==> src/hdl/stimulus_condition_select_cfg_pkg.sv <==
/*
  package for the stimulus-2 response configuration bank: register offsets,
  field positions, reset values, reserved codes and response selector codes.
  assumes a byte-wide register port addressed by the printed offsets.
*/
package stimulus_condition_select_cfg_pkg;
  // register offsets
  localparam logic [7:0] REG_RESP_OFS   = 8'h36;
  localparam logic [7:0] REG_PDTH_OFS   = 8'h37;
  localparam logic [7:0] REG_RATIO_OFS  = 8'h38;
  localparam logic [7:0] REG_COND_OFS   = 8'h80;
  // field positions
  localparam int MAG_LSB   = 4;
  localparam int SEL_LSB   = 0;
  localparam int PD_LSB    = 4;
  localparam int TH_LSB    = 0;
  localparam int RATIO_LSB = 0;
  localparam int COND_LSB  = 0;
  // reset values
  localparam logic [3:0] MAG_RST   = 4'h0;
  localparam logic [3:0] SEL_RST   = 4'h9;
  localparam logic [1:0] PD_RST    = 2'h0;
  localparam logic [3:0] TH_RST    = 4'h0;
  localparam logic [2:0] RATIO_RST = 3'h4;
  localparam logic [2:0] COND_RST  = 3'h0;
  // reserved codes
  localparam logic [3:0] MAG_RSVD   = 4'hf;
  localparam logic [3:0] TH_RSVD    = 4'hf;
  localparam logic [2:0] RATIO_RSVD = 3'h7;
  localparam logic [3:0] SEL_RSVD_A = 4'h5;
  localparam logic [3:0] SEL_RSVD_B = 4'h8;
  localparam logic [3:0] SEL_RSVD_C = 4'hb;
  localparam logic [2:0] COND_RSVD_A = 3'h4;
  localparam logic [2:0] COND_RSVD_B = 3'h5;
  // stimulus condition codes with a special meaning
  localparam logic [2:0] COND_SUPPLY_READY = 3'h0;
  localparam logic [2:0] COND_SUPPLY_ON    = 3'h7;
  // response selector codes
  localparam logic [3:0] SEL_REMOVE   = 4'h0;
  localparam logic [3:0] SEL_V_POS    = 4'h1;
  localparam logic [3:0] SEL_V_NEG    = 4'h2;
  localparam logic [3:0] SEL_V_BOTH   = 4'h3;
  localparam logic [3:0] SEL_R_POS    = 4'h4;
  localparam logic [3:0] SEL_DIV_POS  = 4'h6;
  localparam logic [3:0] SEL_R_NEG    = 4'h7;
  localparam logic [3:0] SEL_DIV_NEG  = 4'h9;
  localparam logic [3:0] SEL_SHORT    = 4'ha;
  localparam logic [3:0] SEL_DIV_BOTH = 4'hc;
  localparam logic [3:0] SEL_R_BOTH   = 4'hd;
  localparam logic [3:0] SEL_KEEP_A   = 4'he;
  localparam logic [3:0] SEL_KEEP_B   = 4'hf;
  // pull-down magnitude code and the decode table kind of each response
  localparam logic [3:0] MAG_PULLDOWN = 4'h0;
  typedef enum logic [2:0] {
    KIND_NONE    = 3'b001,
    KIND_VOLTAGE = 3'b010,
    KIND_OTHER   = 3'b100
  } kind_t;
endpackage

==> src/hdl/stimulus_condition_select_response_cfg.sv <==
/*
  configuration bank for the second preloaded charger-emulation stimulus.
  holds response select and magnitude, pull-down current and threshold,
  divider ratio, and the stimulus condition select, and decodes them into
  static controls for the analog response circuits on both data pins.
  assumes a simple register port: one-cycle strobes, read data one cycle
  later; the profile-running inputs come from the emulation sequencer.
*/
// Our own choice: strobed register access.
// Operation
// - magnitude field meaning depends on the response type selector
// - writes of reserved codes are refused; field keeps its old value
// - voltage selectors 1..3 decode magnitude to millivolts, 0000 is pull-down
// - resistor selectors 4, 7, 13..15 decode magnitude to a resistor value
// - divider selectors 6, 9, 12 decode magnitude to minimum divider resistance
// - selector 0000 removes any response from both data pins
// - selectors 1, 2, 3 apply voltage to positive, negative, both pins
// - selectors 4, 7, 13 resistor to ground; 10 shorts the pins
// - selectors 6, 9, 12 place divider tap on positive, negative, both pins
// - selector 14 keeps pull-downs at condition 000, removes at 111
// - selector 15 behaves the same as selector 14
// - single-pin responses keep pin pull-down at condition 000 if unused
// - two-bit field selects pull-down current 10/50/100/150 uA
// - threshold code 1111 reserved; threshold ignored at condition 000 or 111
// - current and threshold frozen and ignored while a legacy profile runs; only the threshold is flagged invalid, current stays on its output
// - three-bit divider ratio, code 111 reserved
// - divider ratio frozen and ignored while a standard profile runs
// - conditions 000 and 111 are supply conditions; no threshold used
`timescale 1ns/1ns
`default_nettype none

module stimulus_condition_select_response_cfg
(
  input  wire logic       I_CLK,
  input  wire logic       I_SRST,
  input  wire logic [7:0] I_ADDR,
  input  wire logic [7:0] I_WDATA,
  input  wire logic       I_WR,
  input  wire logic       I_RD,
  input  wire logic       I_LEGACY_ACTIVE,
  input  wire logic       I_STANDARD_ACTIVE,
  output logic      [7:0] O_RDATA,
  output logic      [3:0] O_RESPONSE_TYPE_SELECT,
  output logic      [3:0] O_RESPONSE_MAGNITUDE_CODE,
  output logic      [2:0] O_STIMULUS_CONDITION_SELECT,
  output logic      [1:0] O_PULLDOWN_CURRENT_SELECT,
  output logic      [3:0] O_DETECT_THRESHOLD_CODE,
  output logic            O_THRESHOLD_VALID,
  output logic      [2:0] O_DIVIDER_RATIO_CODE,
  output logic            O_RATIO_VALID,
  output logic            O_VOLTAGE_POS,
  output logic            O_VOLTAGE_NEG,
  output logic            O_PULLDOWN_MODE,
  output logic            O_RESISTOR_POS,
  output logic            O_RESISTOR_NEG,
  output logic            O_DIVIDER_POS,
  output logic            O_DIVIDER_NEG,
  output logic            O_PINS_SHORTED,
  output logic            O_REMOVE_ALL,
  output logic            O_KEEP_RESET_PD_POS,
  output logic            O_KEEP_RESET_PD_NEG,
  output logic      [2:0] O_MAGNITUDE_KIND
);

  // stored fields
  logic [3:0] sel_q;
  logic [3:0] sel_d;
  logic [3:0] mag_q;
  logic [3:0] mag_d;
  logic [1:0] pd_q;
  logic [1:0] pd_d;
  logic [3:0] th_q;
  logic [3:0] th_d;
  logic [2:0] ratio_q;
  logic [2:0] ratio_d;
  logic [2:0] cond_q;
  logic [2:0] cond_d;
  logic [7:0] rdata_q;
  logic [7:0] rdata_d;

  // decoded pin controls, registered so the analog side sees no glitches
  logic       vpos_q;
  logic       vneg_q;
  logic       rpos_q;
  logic       rneg_q;
  logic       dpos_q;
  logic       dneg_q;
  logic       short_q;
  logic       rem_q;
  logic       pdm_q;
  logic       kpos_q;
  logic       kneg_q;
  logic       thv_q;
  logic       rtv_q;
  logic [2:0] kind_q;

  function automatic logic sel_reserved(input logic [3:0] s);
    sel_reserved = (s == stimulus_condition_select_cfg_pkg::SEL_RSVD_A) || (s == stimulus_condition_select_cfg_pkg::SEL_RSVD_B) ||
                   (s == stimulus_condition_select_cfg_pkg::SEL_RSVD_C);
  endfunction

  function automatic logic is_supply_cond(input logic [2:0] c);
    is_supply_cond = (c == stimulus_condition_select_cfg_pkg::COND_SUPPLY_READY) ||
                     (c == stimulus_condition_select_cfg_pkg::COND_SUPPLY_ON);
  endfunction

  // address decode
  wire hit_resp  = (I_ADDR == stimulus_condition_select_cfg_pkg::REG_RESP_OFS);
  wire hit_pdth  = (I_ADDR == stimulus_condition_select_cfg_pkg::REG_PDTH_OFS);
  wire hit_ratio = (I_ADDR == stimulus_condition_select_cfg_pkg::REG_RATIO_OFS);
  wire hit_cond  = (I_ADDR == stimulus_condition_select_cfg_pkg::REG_COND_OFS);

  wire [3:0] w_mag   = I_WDATA[stimulus_condition_select_cfg_pkg::MAG_LSB +: 4];
  wire [3:0] w_sel   = I_WDATA[stimulus_condition_select_cfg_pkg::SEL_LSB +: 4];
  wire [1:0] w_pd    = I_WDATA[stimulus_condition_select_cfg_pkg::PD_LSB +: 2];
  wire [3:0] w_th    = I_WDATA[stimulus_condition_select_cfg_pkg::TH_LSB +: 4];
  wire [2:0] w_ratio = I_WDATA[stimulus_condition_select_cfg_pkg::RATIO_LSB +: 3];
  wire [2:0] w_cond  = I_WDATA[stimulus_condition_select_cfg_pkg::COND_LSB +: 3];

  // per-field write acceptance: a reserved code leaves only that field alone.
  // filtering per field rather than per register lets software change the
  // magnitude even when it sends a reserved selector in the same byte
  wire wr_sel   = I_WR && hit_resp && !sel_reserved(w_sel);
  wire wr_mag   = I_WR && hit_resp && (w_mag != stimulus_condition_select_cfg_pkg::MAG_RSVD);
  wire wr_pd    = I_WR && hit_pdth && !I_LEGACY_ACTIVE;
  wire wr_th    = I_WR && hit_pdth && !I_LEGACY_ACTIVE &&
                  (w_th != stimulus_condition_select_cfg_pkg::TH_RSVD);
  wire wr_ratio = I_WR && hit_ratio && !I_STANDARD_ACTIVE &&
                  (w_ratio != stimulus_condition_select_cfg_pkg::RATIO_RSVD);
  wire wr_cond  = I_WR && hit_cond && (w_cond != stimulus_condition_select_cfg_pkg::COND_RSVD_A) &&
                  (w_cond != stimulus_condition_select_cfg_pkg::COND_RSVD_B);

  assign sel_d   = wr_sel ? w_sel : sel_q;
  assign mag_d   = wr_mag ? w_mag : mag_q;
  assign pd_d    = wr_pd ? w_pd : pd_q;
  assign th_d    = wr_th ? w_th : th_q;
  assign ratio_d = wr_ratio ? w_ratio : ratio_q;
  assign cond_d  = wr_cond ? w_cond : cond_q;

  // read mux; unmapped addresses read zero, unimplemented bits read zero.
  // data is forced to zero outside a read so the port never shows stale words
  assign rdata_d = !I_RD ? 8'h00 :
                   hit_resp  ? {mag_q, sel_q} :
                   hit_pdth  ? {2'h0, pd_q, th_q} :
                   hit_ratio ? {5'h0, ratio_q} :
                   hit_cond  ? {5'h0, cond_q} : 8'h00;

  // response decode from the stored selector
  wire sv_pos  = (sel_q == stimulus_condition_select_cfg_pkg::SEL_V_POS) || (sel_q == stimulus_condition_select_cfg_pkg::SEL_V_BOTH);
  wire sv_neg  = (sel_q == stimulus_condition_select_cfg_pkg::SEL_V_NEG) || (sel_q == stimulus_condition_select_cfg_pkg::SEL_V_BOTH);
  wire sr_pos  = (sel_q == stimulus_condition_select_cfg_pkg::SEL_R_POS) || (sel_q == stimulus_condition_select_cfg_pkg::SEL_R_BOTH);
  wire sr_neg  = (sel_q == stimulus_condition_select_cfg_pkg::SEL_R_NEG) || (sel_q == stimulus_condition_select_cfg_pkg::SEL_R_BOTH);
  wire sd_pos  = (sel_q == stimulus_condition_select_cfg_pkg::SEL_DIV_POS) || (sel_q == stimulus_condition_select_cfg_pkg::SEL_DIV_BOTH);
  wire sd_neg  = (sel_q == stimulus_condition_select_cfg_pkg::SEL_DIV_NEG) || (sel_q == stimulus_condition_select_cfg_pkg::SEL_DIV_BOTH);
  wire s_short = (sel_q == stimulus_condition_select_cfg_pkg::SEL_SHORT);
  wire s_rem   = (sel_q == stimulus_condition_select_cfg_pkg::SEL_REMOVE);
  wire s_keep  = (sel_q == stimulus_condition_select_cfg_pkg::SEL_KEEP_A) ||
                 (sel_q == stimulus_condition_select_cfg_pkg::SEL_KEEP_B);
  wire s_volt  = (sel_q <= stimulus_condition_select_cfg_pkg::SEL_V_BOTH) && !s_rem;
  wire s_res   = (sel_q == stimulus_condition_select_cfg_pkg::SEL_R_POS) || (sel_q == stimulus_condition_select_cfg_pkg::SEL_R_NEG) ||
                 (sel_q >= stimulus_condition_select_cfg_pkg::SEL_R_BOTH);
  wire s_div   = sd_pos || sd_neg;
  wire use_pos = sv_pos || sr_pos || sd_pos || s_short;
  wire use_neg = sv_neg || sr_neg || sd_neg || s_short;
  wire c_ready = (cond_q == stimulus_condition_select_cfg_pkg::COND_SUPPLY_READY);

  // which decode table the magnitude follows
  wire [2:0] kind_d = (s_volt) ? stimulus_condition_select_cfg_pkg::KIND_VOLTAGE :
                      (s_res || s_div) ? stimulus_condition_select_cfg_pkg::KIND_OTHER :
                      stimulus_condition_select_cfg_pkg::KIND_NONE;

  // reset pull-downs: kept on unused pins at condition 000 unless selector 0000; for the keep
  // selectors, kept at 000, dropped at 111, else the previous state holds.
  // the hold path feeds back the registered state, so a keep selector written
  // under a detect condition leaves whatever the last decode produced
  wire kpos_d = s_keep ? (c_ready ? 1'b1 :
                          (cond_q == stimulus_condition_select_cfg_pkg::COND_SUPPLY_ON) ? 1'b0 : kpos_q) :
                s_rem ? 1'b0 : (c_ready && !use_pos);
  wire kneg_d = s_keep ? (c_ready ? 1'b1 :
                          (cond_q == stimulus_condition_select_cfg_pkg::COND_SUPPLY_ON) ? 1'b0 : kneg_q) :
                s_rem ? 1'b0 : (c_ready && !use_neg);

  // configuration fields
  always_ff @(posedge I_CLK)
  begin
    if (I_SRST)
    begin
      sel_q   <= stimulus_condition_select_cfg_pkg::SEL_RST;
      mag_q   <= stimulus_condition_select_cfg_pkg::MAG_RST;
      pd_q    <= stimulus_condition_select_cfg_pkg::PD_RST;
      th_q    <= stimulus_condition_select_cfg_pkg::TH_RST;
      ratio_q <= stimulus_condition_select_cfg_pkg::RATIO_RST;
      cond_q  <= stimulus_condition_select_cfg_pkg::COND_RST;
      rdata_q <= 8'h00;
    end
    else
    begin
      sel_q   <= sel_d;
      mag_q   <= mag_d;
      pd_q    <= pd_d;
      th_q    <= th_d;
      ratio_q <= ratio_d;
      cond_q  <= cond_d;
      rdata_q <= rdata_d;
    end
  end

  // decoded analog controls follow the fields by one cycle
  always_ff @(posedge I_CLK)
  begin
    if (I_SRST)
    begin
      vpos_q  <= 1'b0;
      vneg_q  <= 1'b0;
      rpos_q  <= 1'b0;
      rneg_q  <= 1'b0;
      dpos_q  <= 1'b0;
      dneg_q  <= 1'b0;
      short_q <= 1'b0;
      rem_q   <= 1'b0;
      pdm_q   <= 1'b0;
      kpos_q  <= 1'b0;
      kneg_q  <= 1'b0;
      thv_q   <= 1'b0;
      rtv_q   <= 1'b0;
      kind_q <= stimulus_condition_select_cfg_pkg::KIND_NONE;
    end
    else
    begin
      vpos_q  <= sv_pos;
      vneg_q  <= sv_neg;
      rpos_q  <= sr_pos;
      rneg_q  <= sr_neg;
      dpos_q  <= sd_pos;
      dneg_q  <= sd_neg;
      short_q <= s_short;
      rem_q   <= s_rem;
      pdm_q   <= s_volt && (mag_q == stimulus_condition_select_cfg_pkg::MAG_PULLDOWN);
      kpos_q  <= kpos_d;
      kneg_q  <= kneg_d;
      thv_q   <= !is_supply_cond(cond_q) && !I_LEGACY_ACTIVE;
      rtv_q   <= s_div && !I_STANDARD_ACTIVE;
      kind_q  <= kind_d;
    end
  end

  assign O_RDATA                     = rdata_q;
  assign O_RESPONSE_TYPE_SELECT      = sel_q;
  assign O_RESPONSE_MAGNITUDE_CODE   = mag_q;
  assign O_STIMULUS_CONDITION_SELECT = cond_q;
  assign O_PULLDOWN_CURRENT_SELECT   = pd_q;
  assign O_DETECT_THRESHOLD_CODE     = th_q;
  assign O_THRESHOLD_VALID           = thv_q;
  assign O_DIVIDER_RATIO_CODE        = ratio_q;
  assign O_RATIO_VALID               = rtv_q;
  assign O_VOLTAGE_POS               = vpos_q;
  assign O_VOLTAGE_NEG               = vneg_q;
  assign O_PULLDOWN_MODE             = pdm_q;
  assign O_RESISTOR_POS              = rpos_q;
  assign O_RESISTOR_NEG              = rneg_q;
  assign O_DIVIDER_POS               = dpos_q;
  assign O_DIVIDER_NEG               = dneg_q;
  assign O_PINS_SHORTED              = short_q;
  assign O_REMOVE_ALL                = rem_q;
  assign O_KEEP_RESET_PD_POS         = kpos_q;
  assign O_KEEP_RESET_PD_NEG         = kneg_q;
  assign O_MAGNITUDE_KIND            = kind_q;
endmodule

`default_nettype wire

==> config.mk <==
export PLATFORM = sky130hd
export DESIGN_NAME = stimulus_condition_select_response_cfg
export DESIGN_NICKNAME = d
export VERILOG_FILES = /design/src/hdl/stimulus_condition_select_cfg_pkg.sv /design/src/hdl/stimulus_condition_select_response_cfg.sv
export SDC_FILE = /design/constraint.sdc
export NUM_CORES = 1
export LEC_CHECK = 0
export CAP_MARGIN = 20
export CORE_MARGIN = 2
export CORE_UTILIZATION = 55
export CTS_CLUSTER_DIAMETER = 30
export DETAILED_ROUTE_END_ITERATION = 10
export DONT_BUFFER_PORTS = 1
export PLACE_DENSITY = 0.73
export SLEW_MARGIN = 20
export SYNTH_ARGS = -nofsm -noshare
export SYNTH_HDL_FRONTEND = slang
export SYNTH_SLANG_ARGS = --single-unit
export TNS_END_PERCENT = 20
==> constraint.sdc <==
create_clock -name I_CLK -period 1.2 [get_ports I_CLK]
set_input_delay 0.12 -clock I_CLK [delete_from_list [all_inputs] [get_ports I_CLK]]
set_output_delay 0.12 -clock I_CLK [all_outputs]
set_load 0.01 [all_outputs]
---- Yosys cells after proc, flatten, opt, wreduce, memory -nomap -nowiden ----
Index checks and enable logic that the tools add are counted.
storage, ports and cells
  register bits ........................... 44
  bits in latches ......................... 0
  memory bits (writable) .................. 0
  bits in read-only memories .............. 0
  memories ................................ 0
operators by class
  add/subtract/negate cells ............... 0
  $mul .................................... 0
  div/mod/pow operators ................... 0
  order comparisons ....................... 2
  eq/ne operators ......................... 26
  shift-type cells ........................ 0
  mux-type cells .......................... 12
  bitwise operators ....................... 1
  reductions and logical operators ........ 50
operator list
  operator                                                                           count
  4-bit equality test (second input constant)                                        8
  8-bit by 6-bit equality test with 1-bit output (second input constant)             3
  1-bit logical OR                                                                   20
  1-bit logical AND                                                                  18
  4-bit by 3-bit equality test with 1-bit output (second input constant)             4
  3-bit two-way mux                                                                  3
  3-bit inequality test (second input constant)                                      3
  4-bit by 2-bit equality test with 1-bit output (second input constant)             2
  8-bit equality test (second input constant)                                        1
  4-bit logical NOT                                                                  2
  8-bit two-way mux                                                                  1
  4-bit inequality test (second input constant)                                      2
  1-bit logical NOT                                                                  7
  1-bit two-way mux                                                                  6
  6-bit two-way mux                                                                  1
  4-bit by 1-bit equality test with 1-bit output (second input constant)             1
  4-bit >= comparator (second input constant)                                        1
  4-bit by 2-bit less-or-equal comparator with 1-bit output (second input constant)  1
  2-bit OR reduction                                                                 2
  3-bit equality test (second input constant)                                        1
  3-bit logical NOT                                                                  1
  3-bit by 1-bit inequality test with 1-bit output (second input constant)           1
  2-bit two-way mux                                                                  1
  1-bit NOT                                                                          1

---- Depth between registers and ports, before layout ----
Gate-level depths: netlist of run 1.
  depth in word-level cells ............... 9
  gate-level depth with buffers ........... 5
  gate-level depth less buffers ........... 4

---- Worst setup path after synthesis of run 1 ----
No wires, ideal clock.
  path kind ............................... register -> register
  start point ............................. register sel_q[3] (netlist: O_RESPONSE_TYPE_SELECT[3])
  end point ............................... register kpos_q (netlist: O_KEEP_RESET_PD_POS)
  setup time .............................. 0.132 ns
  arrival ................................. 1.197 ns
  path slack .............................. -0.129 ns
  cell stages (with the launch flop) ...... 5
  path buffers ............................ 1
  period minus slack after synthesis ...... 1.329 ns
  path through ............................ dfxtp_1 clkbuf_1 o21ai_0 a221oi_1 nor3_1
on the way
  word-level cells in the longest chain between the ends .. 9
RTL lines
  what                                                                          RTL line                                                                                      text
  start, declared                                                               stimulus_condition_select_response_cfg.sv:66                                                  logic [3:0] sel_q;
  start signal, assigned                                                        stimulus_condition_select_response_cfg.sv:188                                                 sel_q <= stimulus_condition_select_cfg_pkg::SEL_RST;
  start signal, assigned                                                        stimulus_condition_select_response_cfg.sv:198                                                 sel_q <= sel_d;
  4-bit by 1-bit equality test with 1-bit output, or another cell as far along  stimulus_condition_select_response_cfg.sv:149                                                 wire sv_pos = (sel_q == stimulus_condition_select_cfg_pkg::SEL_V_POS) || (sel_q == stimulus_condition_select_c ...
  1-bit logical OR, on equally long branches                                    stimulus_condition_select_response_cfg.sv:149, stimulus_condition_select_response_cfg.sv:151
  1-bit logical OR (3 in a row)                                                 stimulus_condition_select_response_cfg.sv:163                                                 wire use_pos = sv_pos || sr_pos || sd_pos || s_short;
  1-bit logical NOT                                                             stimulus_condition_select_response_cfg.sv:178                                                 s_rem ? 1'b0 : (c_ready && !use_pos);
  1-bit logical AND                                                             stimulus_condition_select_response_cfg.sv:178
  1-bit two-way mux                                                             stimulus_condition_select_response_cfg.sv:178
  1-bit two-way mux                                                             stimulus_condition_select_response_cfg.sv:176                                                 wire kpos_d = s_keep ? (c_ready ? 1'b1 :
  end signal, assigned                                                          stimulus_condition_select_response_cfg.sv:239                                                 kpos_q <= kpos_d;
  end, declared                                                                 stimulus_condition_select_response_cfg.sv:91                                                  logic kpos_q;
Several ways; a longest one is shown, not always the timed one.
A chain may end at the register's enable or synchronous reset.

---- Final worst setup path of run 1 ----
  start point ............................. register sel_q[1] (netlist: O_RESPONSE_TYPE_SELECT[1])
  end point ............................... output port O_RESPONSE_TYPE_SELECT[1]
RTL lines
  what           RTL line                                      text
  end, declared  stimulus_condition_select_response_cfg.sv:43  output logic [3:0] O_RESPONSE_TYPE_SELECT,
No word-level cell between the ends.

==> metrics.txt, run 1 <==
status finished with violations; failing checks hold timing; design area 2230 sq um; worst hold margin -195 ps; Area contributors post-synth dfxtp_1, mux2i_1, nor2_1; Layout area overhead 18.9%; slew margin rel. 0.764; final hold vios 27; required time of the worst setup path 1080 ps; core box area 3310 sq um; peak supply drop 659 uV; period utilisation layout 0.958; vias in the first global route 1526; GRT Util Overall 0.238; area leader, netlist dfxtp_1; gpl congestion 0.820; Final HPWL DP 3220 um; H-tree level count 2; final wirelength 4610 um; Synthesized Nets 216; critical path peak fanout 9; ys flop type dfxtp_1; Clk Latency, worst-skew pair 360 ps; Seq/Total Area, Yosys 0.469; synthesized area per cell 9.67 sq um; Worst setup SP type flop; clk slew on worst S/H paths 130 ps; pre-CTS setup slack -53.4 ps; most frequent cell after synthesis dfxtp_1; die area 3900 sq um; Final Skew 3.06 ps; CTS tree done; FF+latch area 893 sq um; Multi-input gate area 933 sq um; Row Count 21; initial antenna violation count 0; Final Max Tran Viols 0; RSZ-0062 raised after global routing yes; Tightest Pin Transition 351 ps; PortBufs 0; crit end category output port; total of max-cap violations 0; Die W 62.4 um; grt total ovfl 0; Top Family by Delay on Critical Path flip-flops; post-synth top area share 0.469; fmax 0.870 GHz; Final nets 241; min Tclk post-route 1150 ps; Buffers & Inverters on Critical Path 2; Fillers 274; first drt pass iteration count 4; CP Cell Sequence buf_6 -> buf_4; root buffer cell clkbuf_4; routed vias 1594; Post-synth EDFFs 0; wire per inst 17.3 um; n_diodes 0; list of most frequent post-synthesis cells dfxtp_1, nor2_1, mux2i_1, o21ai_0, nor3_1; Layout Cells excl Fill 266; Pwr per Cell Area 1140 nW/um^2; Seq cells post-synth 44; Async S/R FF share, synth 0; number of CTS-inserted buffers 5; Crit path largest cell delay 390 ps; Post-CTS Setup Repair Bufs 0; critical path class reg -> out; post-synth cell types 49; Post-DRT Antenna Nets 0; Setup-failing EPs final 0; io pins 66; Residual DRC 0; Final WS setup 50.4 ps; dpl cells 249; Leak Pwr 0.909 nW; initial core utilization 0.567; Die Height 62.4 um; path type of the worst min-delay path in -> reg; Via density 5.99; Hold Buf Count CTS 9; clock sink total 44; worst-case clock buffer depth 2; number of synthesis warnings 0; first-pass GRT wire length 7250 um; WP data arrival 1030 ps; CP max-delay cell dfxtp_4; placed cell area 2040 sq um; layout cells sized above 1 0.218; cell count after synthesis 194; initial drt markers 66; Mapped Area 1880 sq um; largest net degree at the start of global routing 29
area by class of cell:
type                       count  share of cell area
inverter                       5             0.00841
tap                           46              0.0258
multi-input combinational    134               0.418
clock inverter                 3              0.0208
timing repair buffer          29               0.109
clock buffer                   5              0.0168
sequential                    44               0.400
cell families after synthesis:
logic type,synth area share
simple gates,0.257
buf+inv,0.0360
flops,0.469
mux,0.0533
compound gates,0.165
xor+xnor,0.0187
report_power, final:
part / switching [mW] / total, mW / leakage (nW) / internal, mW
logic: 0.0460 / 0.105 / 0.509 / 0.0589
registers: 0.0101 / 1.48 / 0.358 / 1.47
clock network: 0.508 / 0.953 / 0.0418 / 0.445
repair_timing:
action / 4_1_cts / 5_1_grt
hold endpoints to repair: 35 / 27
endpoints found under the setup margin: 5 / 8
cloned: 0 / 0
resized for setup: 3 / 7
pin swaps: 0 / 1
cell usage in the layout (no fill, tap or decap), types with 2 or more instances in the layout:
cell type and n:
a21oi_1 6, a221oi_1 2, a22o_1 6, a22oi_1 3
and2_1 5, and3_1 2, buf_4 19, clkbuf_4 5
dfxtp_1 38, dfxtp_2 4, dfxtp_4 2, dlygate4sd3_1 9
inv_1 5, mux2i_1 10, nand2_1 5, nand2b_1 5
nand3_1 5, nand4_1 4, nor2_1 19, nor2b_1 6
nor3_1 6, nor3b_1 2, nor4_1 3, o2111ai_1 2
o211ai_1 2, o21ai_0 10, o221a_2 3, or2b_1 3
xor2_1 3
worst paths after layout:
kind | start | to | slack, ps | depth (start not counted)
worst max-delay path | O_RESPONSE_TYPE_SELECT[1] | O_RESPONSE_TYPE_SELECT[1] | 50 | 2
worst min-delay path | I_SRST | O_RESPONSE_TYPE_SELECT[1] | -200 | 1
worst max register to register | O_RESPONSE_TYPE_SELECT[1] | O_MAGNITUDE_KIND[0] | 80 | 5
worst min register to register | O_RESPONSE_TYPE_SELECT[1] | O_RESISTOR_POS | 490 | 1
flip-flops by register name, indices dropped and copies added, names as in the netlist:
name                         cells
O_RDATA                          8
O_DETECT_THRESHOLD_CODE          4
O_RESPONSE_MAGNITUDE_CODE        4
O_RESPONSE_TYPE_SELECT           4
O_DIVIDER_RATIO_CODE             3
O_MAGNITUDE_KIND                 3
O_STIMULUS_CONDITION_SELECT      3
O_PULLDOWN_CURRENT_SELECT        2
O_DIVIDER_NEG                    1
O_DIVIDER_POS                    1
O_KEEP_RESET_PD_NEG              1
O_KEEP_RESET_PD_POS              1
O_PINS_SHORTED                   1
O_PULLDOWN_MODE                  1
O_RATIO_VALID                    1
O_REMOVE_ALL                     1
O_RESISTOR_NEG                   1
O_RESISTOR_POS                   1
O_THRESHOLD_VALID                1
O_VOLTAGE_NEG                    1
O_VOLTAGE_POS                    1
layer usage:
layer	global-route usage	vias up	part of all wire
li1	-	758	-
met1	0.265	733	0.39
met2	0.402	85	0.49
met3	0.0883	18	0.094
met4	0.114	0	0.027
met5	0	-	0
worst reg2reg max path, stage by stage (launching register included):
cell and delay (ps):
dfxtp_4 390, buf_6 140, nor2b_1 170, mux2i_1 220
nor2_1 70, nor2_1 70
metrics by stage:
| stage | TNS (ps) | util | total power [mW] |
|---|---|---|---|
| 2_1_floorplan | -12.9 | - | 1.59 |
| 3_3_place_gp | 0 | 0.615 | 1.58 |
| 3_5_place_dp | -95.8 | 0.615 | 1.59 |
| 4_1_cts | 0 | 0.669 | 2.55 |
| 5_1_grt | -35.5 | 0.674 | 2.62 |
| 6_report | 0 | 0.674 | 2.53 |
Note: power is estimated with default switching activity, not from simulation.
==> run 2, diff against run 1 <==
- CORE_MARGIN: 2 -> not set
==> run 2 against run 1 <==
Compared with the run above: clock skew hardly changed; worst setup slack improved by 13 ps; critical path type is now reg -> reg; count of clock-buffer cells in the layout unchanged; via count decreased by 0.31%; the flow still finishes with violations (hold timing); critical path depth increased by 3; die area is 6.3% lower; global-route usage grew 2.5 points.
==> metrics.txt, run 2 (synthesized netlist as in run 1, its figures left out) <==
Crit path largest cell delay 380 ps (about the same); Tightest Pin Transition 604 ps (+253 ps); period utilisation layout 0.947 (-0.0112); Post-DRT Antenna Nets 0 (unchanged); path type of the worst min-delay path in -> reg; Final Skew 3.03 ps (-0.0306 ps); Residual DRC 0 (unchanged); Final Max Tran Viols 0 (unchanged); Critical Path Start O_RESPONSE_TYPE_SELECT[1]; core box area 3150 sq um (-4.8%); Buffers & Inverters on Critical Path 1 (-1); wire per inst 16.9 um (-2.8%); Top Family by Delay on Critical Path flip-flops; failing checks hold timing; max reg flops 8 (unchanged); Final Core Density 0.698 (+0.0246); Fillers 275 (+0.36%); final wirelength 4400 um (-4.7%); Sw Ratio 0.218 (-0.00388); most common cell after layout, fill and taps aside dfxtp_1; Die Height 60.4 um (-3.2%); total of max-cap violations 0 (unchanged); gpl congestion 0.838 (+2.1%); routed vias 1589 (-0.31%); min Tclk post-route 1140 ps (-13.5 ps); Layout area overhead 17.3%; root buffer cell clkbuf_4; number of CTS-inserted buffers 5 (unchanged); Comb power frac 0.040 (about the same); largest net degree at the start of global routing 29 (unchanged); worst-case clock buffer depth 2 (unchanged); placed cell area 2000 sq um (-1.6%); Pwr per Cell Area 1140 nW/um^2 (+0.74%); vias in the first global route 1558 (+2.1%); GRT Util Overall 0.263 (+0.0248); PortBufs 0 (unchanged); first drt pass iteration count 4 (unchanged); Hold Buf Count CTS 9 (unchanged); RSZ-0062 raised after global routing yes; Seq pwr share 0.586 (+0.003); status finished with violations; io pins 66 (unchanged); slew margin rel. 0.592 (-0.172); internal cell power 1.97 mW (about the same); Final nets 238 (-1.2%); Leak Pwr 0.892 nW (-1.9%); Clock power frac 0.374 (-0.002); critical path peak fanout 5 (-4); hold_sp I_SRST; Power, Total 2.52 mW (-0.56%); commonest cells after routing, fill and taps aside dfxtp_1, nor2_1, buf_4; Reg2Reg Launch Point O_RESPONSE_TYPE_SELECT[1]; initial core utilization 0.595 (+0.0283); critical path class reg -> reg; clock sink total 44 (unchanged); CP max-delay cell dfxtp_4; clk slew on worst S/H paths 130 ps (about the same); peak supply drop 575 uV (-13%); Psw 551 uW (-2.3%); design area 2200 sq um (-1.3%); die area 3650 sq um (-6.3%); Setup-failing EPs final 0 (unchanged); CTS tree done; Die W 60.4 um (-3.2%); fmax 0.880 GHz (+1.2%); initial drt markers 101 (+53%); first-pass GRT wire length 7110 um (-2.0%); Worst setup SP type flop; layout cells sized above 1 0.194 (-0.0246); required time of the worst setup path 1460 ps (+380 ps); grt total ovfl 0 (unchanged); H-tree level count 2 (unchanged); Via density 6.09 (+1.6%); WP data arrival 1400 ps (+370 ps); n_diodes 0 (unchanged); Final HPWL DP 3180 um (-1.1%); Clk Latency, worst-skew pair 360 ps (about the same); worst hold margin -190 ps (+5.41 ps); Row Count 20 (-4.8%); final hold vios 30 (+11%); crit end category flop; initial antenna violation count 0 (unchanged); CP Cell Sequence buf_4 -> nand2b_1 -> o21ai_0 -> a221oi_1 -> nor3_1
==> run 2: power by group through the flow <==
stage               clock [mW]  sequential, mW  combinational (mW)
CTS                      0.962            1.48              0.0985
detailed placement           0            1.51              0.0701
floorplan                    0            1.51              0.0814
finish                   0.943            1.48               0.101
global placement             0            1.51              0.0685
global route              1.02            1.48               0.109
==> run 2: final timing paths <==
kind	to	slack, ps	cells after the start
worst max-delay path	O_KEEP_RESET_PD_POS	60	5
worst min register to register	O_RESISTOR_POS	470	1
worst min-delay path	O_RESPONSE_TYPE_SELECT[1]	-190	1
worst max register to register	O_KEEP_RESET_PD_POS	60	5
==> run 2: per-layer routing <==
layer	global-route usage	vias to the layer above	wire, um
li1	-	763	-
met5	0	-	0
met1	0.295	738	1670
met3	0.0853	12	388
met2	0.457	76	2250
met4	0.114	0	92
==> run 2: metrics by stage <==
| step | TNS (ps) | std cells | worst slack (ps) |
|---|---|---|---|
| 3_5_place_dp | -331 | 243 | -166 |
| 5_1_grt | -38.8 | 261 | -19.4 |
| 6_report | 0 | 261 | 63.9 |
| 3_3_place_gp | -3.63 | 243 | -3.63 |
| 2_1_floorplan | -12.9 | 194 | -8.50 |
| 4_1_cts | -0.0305 | 260 | -0.0305 |
==> run 2: timing repair <==
action / in CTS / in global routing
buffers inserted: 0 / 1
resized for setup: 3 / 4
endpoints found under the setup margin: 7 / 8
endpoints found under the hold margin: 38 / 30
==> run 2: cell type report <==
type / count / area, sq um / share of cell area
inverters: 5 / 18.8 / 0.00852
flip-flops and latches: 44 / 890 / 0.404
well taps: 44 / 55.1 / 0.0250
repair buffers: 26 / 221 / 0.101
clock buffers: 5 / 37.5 / 0.0170
clock inverters: 3 / 46.3 / 0.0210
multi-input cells: 134 / 933 / 0.424
==> run 2: worst register-to-register path, delay by kind of cell, from the launching register on <==
kind / cells / cell delay (ps)
AO/OA/AOI/OAI: 2 / 360
buffers and inverters: 1 / 150
flip-flops: 1 / 380
AND/OR/NAND/NOR: 2 / 160
